### src/logic/dbp_pkg.sv
/*
  dbp_pkg: shared constants and types for the two-port general-purpose I/O block.
  Assumes a 32-bit AXI4-Lite register bus with a 12-bit byte address.
*/
`default_nettype none

package dbp_pkg;

  // ==========================================================================
  // port widths
  localparam int unsigned DBP_A_W = 8;
  localparam int unsigned DBP_B_W = 5;

  // ==========================================================================
  // register indices; byte address is four times the index
  localparam logic [9:0] DBP_IDX_A_IN  = 10'h0d0;
  localparam logic [9:0] DBP_IDX_A_OUT = 10'h0d1;
  localparam logic [9:0] DBP_IDX_A_DIR = 10'h0d2;
  localparam logic [9:0] DBP_IDX_A_SFR = 10'h0d3;
  localparam logic [9:0] DBP_IDX_B_IN  = 10'h0d4;
  localparam logic [9:0] DBP_IDX_B_OUT = 10'h0d5;
  localparam logic [9:0] DBP_IDX_B_DIR = 10'h0d6;
  localparam logic [9:0] DBP_IDX_B_SFR = 10'h0d7;

  // ==========================================================================
  // reset values: every bit an input, alternate functions and open drain off
  localparam logic [7:0] DBP_RST_IN  = 8'h00;
  localparam logic [7:0] DBP_RST_OUT = 8'h00;
  localparam logic [7:0] DBP_RST_DIR = 8'h00;
  localparam logic [7:0] DBP_RST_SFR = 8'h00;

  // ==========================================================================
  // second port alternate-function bit positions
  localparam int unsigned DBP_B_CMP_BIT = 0;
  localparam int unsigned DBP_B_TMR_BIT = 1;
  localparam int unsigned DBP_B_SMR_BIT = 2;
  localparam int unsigned DBP_B_IRQ_LO  = 3;

  // ==========================================================================
  // bus responses
  localparam logic [1:0] DBP_RESP_OKAY   = 2'h0;
  localparam logic [1:0] DBP_RESP_SLVERR = 2'h2;

  // ==========================================================================
  // pad bundles: level driven and enable, enable high while driving
  typedef struct packed {
    logic [DBP_A_W-1:0] out;
    logic [DBP_A_W-1:0] oe;
  } dbp_a_pad_t;

  typedef struct packed {
    logic [DBP_B_W-1:0] out;
    logic [DBP_B_W-1:0] oe;
  } dbp_b_pad_t;

endpackage

`default_nettype wire

### src/logic/dbp_ports.sv
/*
  dbp_ports: two general-purpose I/O ports (8-bit first port, 5-bit second
  port) with per-bit direction, open drain on the first port, alternate
  functions on the second port, and an AXI4-Lite register slave.
  Assumes pins arrive asynchronously and pads resolve level from out/oe.

*/
`timescale 1ns/10ps
`default_nettype none

module dbp_ports
  import dbp_pkg::*;
(
  // clock and reset
  input  wire logic               clk,
  input  wire logic               rst_n,
  // axi4-lite write address
  input  wire logic [11:0]        s_axi_awaddr,
  input  wire logic               s_axi_awvalid,
  output logic                    s_axi_awready,
  // axi4-lite write data
  input  wire logic [31:0]        s_axi_wdata,
  input  wire logic [3:0]         s_axi_wstrb,
  input  wire logic               s_axi_wvalid,
  output logic                    s_axi_wready,
  // axi4-lite write response
  output logic [1:0]              s_axi_bresp,
  output logic                    s_axi_bvalid,
  input  wire logic               s_axi_bready,
  // axi4-lite read address
  input  wire logic [11:0]        s_axi_araddr,
  input  wire logic               s_axi_arvalid,
  output logic                    s_axi_arready,
  // axi4-lite read data
  output logic [31:0]             s_axi_rdata,
  output logic [1:0]              s_axi_rresp,
  output logic                    s_axi_rvalid,
  input  wire logic               s_axi_rready,
  // first port pins
  input  wire logic [DBP_A_W-1:0] first_port_pin_in,
  output dbp_a_pad_t              first_port_pad,
  // second port pins
  input  wire logic [DBP_B_W-1:0] second_port_pin_in,
  output dbp_b_pad_t              second_port_pad,
  // alternate functions of the second port
  input  wire logic               timer_zero_output,
  output logic                    comparator_input,
  output logic                    stop_mode_recovery_input,
  output logic [1:0]              external_interrupt_input
);

  // ==========================================================================
  // address decode
  // misaligned or out-of-map addresses decode to zero and are answered with an error
  function automatic logic [3:0] dbp_decode(input logic [11:0] addr);
    logic [9:0] idx;
    idx = addr[11:2];
    if ((addr[1:0] == 2'h0) && (idx >= DBP_IDX_A_IN) && (idx <= DBP_IDX_B_SFR))
      dbp_decode = {1'b1, idx[2:0]};
    else
      dbp_decode = 4'h0;
  endfunction

  // ==========================================================================
  // registers
  logic [DBP_A_W-1:0] first_port_input_value_q;
  logic [DBP_A_W-1:0] first_port_output_value_q;
  logic [DBP_A_W-1:0] first_port_direction_q;
  logic [DBP_A_W-1:0] first_port_alt_function_q;
  logic [DBP_B_W-1:0] second_port_input_value_q;
  logic [DBP_B_W-1:0] second_port_output_value_q;
  logic [DBP_B_W-1:0] second_port_direction_q;
  logic [DBP_B_W-1:0] second_port_alt_function_q;

  // ==========================================================================
  // write channel
  logic        aw_held_q;
  logic [11:0] aw_addr_q;
  logic        w_held_q;
  logic [31:0] w_data_q;
  logic        w_lane0_q;
  logic        bvalid_q;
  logic [1:0]  bresp_q;
  logic        do_wr;
  logic [3:0]  wr_dec;
  logic        wr_en;

  assign s_axi_awready = ~aw_held_q;
  assign s_axi_wready  = ~w_held_q;
  assign s_axi_bvalid  = bvalid_q;
  assign s_axi_bresp   = bresp_q;
  // the response waits for both halves, so address and data may come in either order
  assign do_wr         = aw_held_q & w_held_q & ~bvalid_q;
  assign wr_dec        = dbp_decode(aw_addr_q);
  // only byte lane 0 holds register data; other lanes are ignored
  assign wr_en         = do_wr & wr_dec[3] & w_lane0_q;

  always_ff @(posedge clk or negedge rst_n)
  begin
    if (!rst_n)
    begin
      aw_held_q <= 1'b0;
      aw_addr_q <= 12'h000;
    end
    else if (s_axi_awvalid && !aw_held_q)
    begin
      aw_held_q <= 1'b1;
      aw_addr_q <= s_axi_awaddr;
    end
    else if (do_wr)
      aw_held_q <= 1'b0;
  end

  always_ff @(posedge clk or negedge rst_n)
  begin
    if (!rst_n)
    begin
      w_held_q  <= 1'b0;
      w_data_q  <= 32'h0000_0000;
      w_lane0_q <= 1'b0;
    end
    else if (s_axi_wvalid && !w_held_q)
    begin
      w_held_q  <= 1'b1;
      w_data_q  <= s_axi_wdata;
      w_lane0_q <= s_axi_wstrb[0];
    end
    else if (do_wr)
      w_held_q <= 1'b0;
  end

  always_ff @(posedge clk or negedge rst_n)
  begin
    if (!rst_n)
    begin
      bvalid_q <= 1'b0;
      bresp_q  <= DBP_RESP_OKAY;
    end
    else if (do_wr)
    begin
      bvalid_q <= 1'b1;
      bresp_q  <= wr_dec[3] ? DBP_RESP_OKAY : DBP_RESP_SLVERR;
    end
    else if (s_axi_bready)
      bvalid_q <= 1'b0;
  end

  // ==========================================================================
  // read channel
  logic        rvalid_q;
  logic [31:0] rdata_q;
  logic [1:0]  rresp_q;
  logic [3:0]  rd_dec;
  logic [7:0]  rd_byte;

  assign s_axi_arready = ~rvalid_q;
  assign s_axi_rvalid  = rvalid_q;
  assign s_axi_rdata   = rdata_q;
  assign s_axi_rresp   = rresp_q;
  // decoded as offered; arready stays low while an answer waits, so it cannot change
  assign rd_dec        = dbp_decode(s_axi_araddr);

  always_comb
  begin
    case (rd_dec[2:0])
      DBP_IDX_A_IN[2:0]:  rd_byte = first_port_input_value_q;
      DBP_IDX_A_OUT[2:0]: rd_byte = first_port_output_value_q;
      DBP_IDX_A_DIR[2:0]: rd_byte = first_port_direction_q;
      DBP_IDX_A_SFR[2:0]: rd_byte = first_port_alt_function_q;
      DBP_IDX_B_IN[2:0]:  rd_byte = {3'h0, second_port_input_value_q};
      DBP_IDX_B_OUT[2:0]: rd_byte = {3'h0, second_port_output_value_q};
      DBP_IDX_B_DIR[2:0]: rd_byte = {3'h0, second_port_direction_q};
      DBP_IDX_B_SFR[2:0]: rd_byte = {3'h0, second_port_alt_function_q};
      default:            rd_byte = 8'h00;
    endcase
  end

  always_ff @(posedge clk or negedge rst_n)
  begin
    if (!rst_n)
    begin
      rvalid_q <= 1'b0;
      rdata_q  <= 32'h0000_0000;
      rresp_q  <= DBP_RESP_OKAY;
    end
    else if (s_axi_arvalid && !rvalid_q)
    begin
      rvalid_q <= 1'b1;
      rdata_q  <= rd_dec[3] ? {24'h00_0000, rd_byte} : 32'h0000_0000;
      rresp_q  <= rd_dec[3] ? DBP_RESP_OKAY : DBP_RESP_SLVERR;
    end
    else if (s_axi_rready)
      rvalid_q <= 1'b0;
  end

  // ==========================================================================
  // control registers; each holds its bits whatever the direction
  always_ff @(posedge clk or negedge rst_n)
  begin
    if (!rst_n)
    begin
      first_port_output_value_q <= DBP_RST_OUT;
      first_port_direction_q    <= DBP_RST_DIR;
      first_port_alt_function_q <= DBP_RST_SFR;
    end
    else if (wr_en)
    begin
      case (wr_dec[2:0])
        DBP_IDX_A_OUT[2:0]: first_port_output_value_q <= w_data_q[7:0];
        DBP_IDX_A_DIR[2:0]: first_port_direction_q    <= w_data_q[7:0];
        DBP_IDX_A_SFR[2:0]: first_port_alt_function_q <= w_data_q[7:0];
        default:            first_port_output_value_q <= first_port_output_value_q;
      endcase
    end
  end

  always_ff @(posedge clk or negedge rst_n)
  begin
    if (!rst_n)
    begin
      second_port_output_value_q <= DBP_RST_OUT[DBP_B_W-1:0];
      second_port_direction_q    <= DBP_RST_DIR[DBP_B_W-1:0];
      second_port_alt_function_q <= DBP_RST_SFR[DBP_B_W-1:0];
    end
    else if (wr_en)
    begin
      case (wr_dec[2:0])
        DBP_IDX_B_OUT[2:0]: second_port_output_value_q <= w_data_q[DBP_B_W-1:0];
        DBP_IDX_B_DIR[2:0]: second_port_direction_q    <= w_data_q[DBP_B_W-1:0];
        DBP_IDX_B_SFR[2:0]: second_port_alt_function_q <= w_data_q[DBP_B_W-1:0];
        default:            second_port_output_value_q <= second_port_output_value_q;
      endcase
    end
  end

  // ==========================================================================
  // input synchronisers; the pad's hysteresis buffer sits ahead of stage one
  logic [DBP_A_W-1:0] a_sync1_q;
  logic [DBP_A_W-1:0] a_sync2_q;
  logic [DBP_B_W-1:0] b_sync1_q;
  logic [DBP_B_W-1:0] b_sync2_q;

  always_ff @(posedge clk or negedge rst_n)
  begin
    if (!rst_n)
    begin
      a_sync1_q <= '0;
      a_sync2_q <= '0;
      b_sync1_q <= '0;
      b_sync2_q <= '0;
    end
    else
    begin
      a_sync1_q <= first_port_pin_in;
      a_sync2_q <= a_sync1_q;
      b_sync1_q <= second_port_pin_in;
      b_sync2_q <= b_sync1_q;
    end
  end

  // ==========================================================================
  // input value registers, one loop per port
  // a software write wins for one edge; an input bit then reloads from the pin
  genvar gi;

  generate
    for (gi = 0; gi < DBP_A_W; gi++)
    begin : g_a_in
      always_ff @(posedge clk or negedge rst_n)
      begin
        if (!rst_n)
          first_port_input_value_q[gi] <= DBP_RST_IN[gi];
        else if (wr_en && wr_dec[2:0] == DBP_IDX_A_IN[2:0])
          first_port_input_value_q[gi] <= w_data_q[gi];
        else if (!first_port_direction_q[gi])
          first_port_input_value_q[gi] <= a_sync2_q[gi];
      end
    end

    for (gi = 0; gi < DBP_B_W; gi++)
    begin : g_b_in
      always_ff @(posedge clk or negedge rst_n)
      begin
        if (!rst_n)
          second_port_input_value_q[gi] <= DBP_RST_IN[gi];
        else if (wr_en && wr_dec[2:0] == DBP_IDX_B_IN[2:0])
          second_port_input_value_q[gi] <= w_data_q[gi];
        else if (!second_port_direction_q[gi])
          second_port_input_value_q[gi] <= b_sync2_q[gi];
      end
    end
  endgenerate

  // ==========================================================================
  // pad drive: first port alternate-function bit selects open drain
  generate
    for (gi = 0; gi < DBP_A_W; gi++)
    begin : g_a_pad
      always_comb
      begin
        if (first_port_alt_function_q[gi])
        begin
          // open drain: pull low only, release for a one
          first_port_pad.out[gi] = 1'b0;
          first_port_pad.oe[gi]  = first_port_direction_q[gi]
                                   & ~first_port_output_value_q[gi];
        end
        else
        begin
          first_port_pad.out[gi] = first_port_output_value_q[gi];
          first_port_pad.oe[gi]  = first_port_direction_q[gi];
        end
      end
    end

    for (gi = 0; gi < DBP_B_W; gi++)
    begin : g_b_pad
      always_comb
      begin
        second_port_pad.oe[gi] = second_port_direction_q[gi];
        if (gi == DBP_B_TMR_BIT && second_port_alt_function_q[gi])
          second_port_pad.out[gi] = timer_zero_output;
        else
          second_port_pad.out[gi] = second_port_output_value_q[gi];
      end
    end
  endgenerate

  // ==========================================================================
  // alternate inputs: only bits set as input with alternate function on
  logic [DBP_B_W-1:0] b_alt_in;
  logic [DBP_B_W-1:0] b_alt_q;

  assign b_alt_in = b_sync2_q & second_port_alt_function_q
                    & ~second_port_direction_q;

  // registered so the consumers see a clean flop, in the same cycle as the input register
  always_ff @(posedge clk or negedge rst_n)
  begin
    if (!rst_n)
      b_alt_q <= '0;
    else
      b_alt_q <= b_alt_in;
  end

  assign comparator_input         = b_alt_q[DBP_B_CMP_BIT];
  assign stop_mode_recovery_input = b_alt_q[DBP_B_SMR_BIT];
  assign external_interrupt_input = b_alt_q[DBP_B_IRQ_LO+1:DBP_B_IRQ_LO];

endmodule

`default_nettype wire

### config.mk
export PLATFORM = sky130hd
export DESIGN_NAME = dbp_ports
export DESIGN_NICKNAME = d
export VERILOG_FILES = /design/src/logic/dbp_pkg.sv /design/src/logic/dbp_ports.sv
export SDC_FILE = /design/constraint.sdc
export NUM_CORES = 1
export LEC_CHECK = 0
export BUFFER_PORTS_ARGS = -buffer_cell sky130_fd_sc_hd__buf_2
export CORE_MARGIN = 5
export CORE_UTILIZATION = 56
export CTS_CLUSTER_SIZE = 24
export DETAILED_ROUTE_END_ITERATION = 6
export GPL_TIMING_DRIVEN = 0
export PLACE_DENSITY = 0.94
export SYNTH_ARGS = -nofsm -noshare
export SYNTH_HDL_FRONTEND = slang
export SYNTH_SLANG_ARGS = --single-unit
### constraint.sdc
create_clock -name clk -period 2.7 [get_ports clk]
set_clock_uncertainty 0.1 [all_clocks]
set_input_delay 0.135 -clock clk [delete_from_list [all_inputs] [get_ports clk]]
set_output_delay 0.135 -clock clk [all_outputs]
set_load 0.01 [all_outputs]
==> summary.txt <==
Final layout
  – Top library cells by usage in the layout, fill and taps aside: dfrtp_1 (117), buf_2 (102), mux2_2 (89)
  – Proportion of layout cells with a drive suffix above 1: 45.6%
  – ANT cells: 0
  – Area growth syn-to-layout: 34.2%
  – Fillcell total: 496
  – Commonest non-fill, non-tap cell in the layout: dfrtp_1
  – Final Instance Count excl. Fillers: 682
  – # nets final: 645

Logic synthesis
  – Syn Std Cell Area: 0.00511 sq mm
  – Largest cells by area after synthesis: dfrtp_1 (57%), mux2_2 (20%), buf_4 (4.6%)
  – Biggest area consumer among synthesized cells: dfrtp_1
  – Synth unique cells: 41
  – Cells after Synth: 379
  – Synth top area share: 57.3%
  – Synthesized flop and latch total: 117
  – Proportion of synthesized chip area in sequential cells: 57.3%
  – Total of warnings raised by yosys: 0
  – Mapped Avg Cell Area: 13.5 sq um

Power
  – Total leakage power: 3.47 nW
  – Clock network fraction of total power: 43.1%
  – Logic pwr share: 13.5%
  – Internal Pwr Total: 3.84 mW
  – Sequential cell fraction of total power: 43.4%
  – Worst vdd rail ir drop: 0.000523 V
  – Net Sw Power: 1.28 mW
  – Power per standard cell area: 746 mW/mm^2
  – Net switching share of the total power: 25.0%

Global route
  – Vias in the first global route: 4156
  – Maximum number of pins on one net before global-route repair: 64
  – First-pass GRT wire length: 21.8 mm
  – Most used routing layer in global routing: met2
  – Met2 Usage GRT: 43.9%
  – Gr usage total: 25.3%
  – Initial antenna violation count: 0
  – Overflow left after global routing: 0
  – Met3 Resource Use GR: 8.31%
  – Met1 capacity usage during global routing: 28.4%

Setup path
  – Logic depth of the worst register-to-register path: 5
  – Worst Setup EP: s_axi_rdata[2]
  – Endpoint of the most critical register-to-register path: second_port_direction_q[1]
  – Worst Path Buf+Inv: 4
  – Crit path largest cell delay: 600 ps
  – Dominant cell type by count on the critical path: dlygate4sd3_1
  – Arrival time reported for the critical path endpoint: 2490 ps
  – Source of the critical timing path: s_axi_araddr[10]
  – Kind of critical path: input pin to register
  – Endpoint required time on the critical path: 2980 ps
  – Critical path startpoint category: input pin
  – Peak fanout along the critical path: 2
  – Number of cells on the critical path: 7
  – Setup slack on the worst flop-to-flop path: 490 ps
  – CP top delay family: buffers and inverters
  – Reg2reg start: s_axi_bvalid
  – Cell chain of the critical path: dlygate4sd3_1 -> buf_2 -> or3_1 -> dlygate4sd3_1 -> nor3_1 -> dlygate4sd3_1 -> a31oi_1
  – Cell type of the slowest stage on the worst timing path: dlygate4sd3_1
  – Crit end category: register

Floorplan
  – Die Ht: 106 um
  – Die ar.: 0.0111 sq mm
  – # IOs: 152
  – Floorplan die width: 106 um
  – Starting density of the core: 58.1%
  – Placement Rows: 34
  – Area of the core region: 0.00881 sq mm

Clock network
  – Number of hold buffers added after cts: 42
  – Max Buffers Root-to-Sink: 2
  – # H-tree levels: 4
  – Worst-skew pair later-pin latency: 510 ps
  – Clock-pin transition on the worst setup and hold timing paths: 50 ps
  – Postcts setup bufs: 0
  – Clock tree from TritonCTS: built
  – Resized Gates After CTS: 0
  – Buffer cell driving the clock tree root: clkbuf_8
  – Number of buffers created by CTS: 17
  – TritonCTS sink count: 117

Timing
  – Worst Max-Slew Pin Slew: 779 ps
  – Total count of hold-check failures in the final report: 0
  – # setup viols final: 0
  – Total negative slack for setup checks: 0 ps
  – Unrepaired setup endpoints after global routing: no
  – Period minus WS final: 2210 ps
  – Hold WS: 89.9 ps
  – Final period util: 81.8%
  – Least setup slack across all paths after layout: 491 ps
  – Maximum operating frequency: 453 MHz
  – Worst slew margin: 48.0%
  – Final Max Slew Viols: 0

Route
  – Initial DRC count: 228
  – Number of detailed-routing iterations run before antenna repair: 5
  – Per-cell via count in the routed design: 5.52
  – Remaining DRCs: 0
  – Via count: 3762
  – Final WL: 13.3 mm
  – Final antenna-violating net count: 0
  – WL/cell: 19.6 um

Outcome
  – Result of the run: complete, no violations

Place
  – IO buf count: 98
  – Placer Congestion: 0.828
  – Number of cells after detailed placement: 611
  – DP Worst Slack: 548 ps
  – Detail Placement HPWL: 8.29 mm

Flow run
  – Max Cap Violations: 0

Min path
  – Class of the tightest hold or removal check: input pin to register
[synthesized netlist by cell type (all sizes together)]
library cell / instances
a21boi: 9
a21o: 1
a21oi: 4
a221oi: 6
a22o: 5
a2bb2oi: 2
a31oi: 3
a32o: 2
and2: 1
and3b: 3
and4b: 1
and4bb: 2
buf: 36
clkbuf: 4
conb: 1
dfrtp: 117
inv: 11
mux2: 89
mux2i: 10
mux4: 2
nand2: 6
nand2b: 5
nand3: 2
nand4: 3
nand4b: 3
nor2: 23
nor2b: 13
nor3: 2
o21ai: 1
o22ai: 3
o31ai: 3
or2: 3
or3: 2
or4: 1
[tightest hold or removal path: stages]
cell,delay [ps]
buf_2,70
nand2b_1,110
buf_2,230
o21ai_0,110
[power by group through the flow]
stage,registers (mW),logic (mW),clock network (mW)
after floorplan,2.16,0.439,0
after global placement,2.20,0.590,0
after detailed placement,2.24,0.626,0
after CTS,2.21,0.682,2.23
after global routing,2.25,0.759,2.32
final,2.22,0.689,2.21
[final cells by class]
type / instances / area, sq um / share of cell area [%]
flip-flops and latches: 117 / 2930 / 42.7
multi-input cells: 236 / 1970 / 28.6
repair buffers: 141 / 941 / 13.7
clock buffers: 25 / 484 / 7.06
plain buffers: 40 / 273 / 3.97
well taps: 108 / 135 / 1.97
clock inverters: 4 / 95.1 / 1.39
inverters: 11 / 41.3 / 0.602
[metrics by stage]
step | cell area (sq um) | util, % | power, mW
after global placement | 5830 | 66.2 | 2.79
after floorplan | 5210 | - | 2.60
final | 6860 | 77.9 | 5.12
after global routing | 6860 | 77.9 | 5.34
after detailed placement | 5860 | 66.6 | 2.86
after CTS | 6860 | 77.9 | 5.13
[registers in the layout (all words and copies together) (netlist names), 4 cells and up]
signal and flops:
aw_addr_q 12, a_sync1_q 8, a_sync2_q 8, first_port_alt_function_q 8
first_port_direction_q 8, first_port_input_value_q 8, first_port_output_value_q 8, s_axi_rdata 8
w_data_q 8, b_sync1_q 5, b_sync2_q 5, second_port_alt_function_q 5
second_port_direction_q 5, second_port_input_value_q 5, second_port_output_value_q 5, b_alt_q 4
[metal layers]
| layer | share of wire [%] | wire length (um) |
|---|---|---|
| met1 | 37 | 4970 |
| met2 | 52 | 6940 |
| met3 | 7.5 | 1010 |
| met4 | 3.2 | 431 |
| met5 | 0 | 0 |
[worst min path at each step]
stage	cells after the start	slack, ps	to	startpoint
finish	4	90	s_axi_rvalid	s_axi_arvalid
global route	3	130	s_axi_rdata[7]	s_axi_araddr[2]
CTS	3	70	s_axi_rdata[7]	s_axi_araddr[2]
detailed placement	1	130	a_sync1_q[3]	rst_n
global placement	1	140	a_sync1_q[7]	first_port_pin_in[7]
floorplan	0	-260	a_sync1_q[0]	rst_n
[cell families after synthesis]
| logic type | count (synthesis) | synth area share (%) |
|---|---|---|
| flip-flops | 117 | 57.3 |
| other | 1 | 0.0733 |
| multiplexers | 101 | 22.4 |
| AND/OR/NAND/NOR | 70 | 8.34 |
| buffers and inverters | 51 | 6.14 |
| AO/OA/AOI/OAI | 39 | 5.75 |
Note: power is estimated with default switching activity, not from simulation.
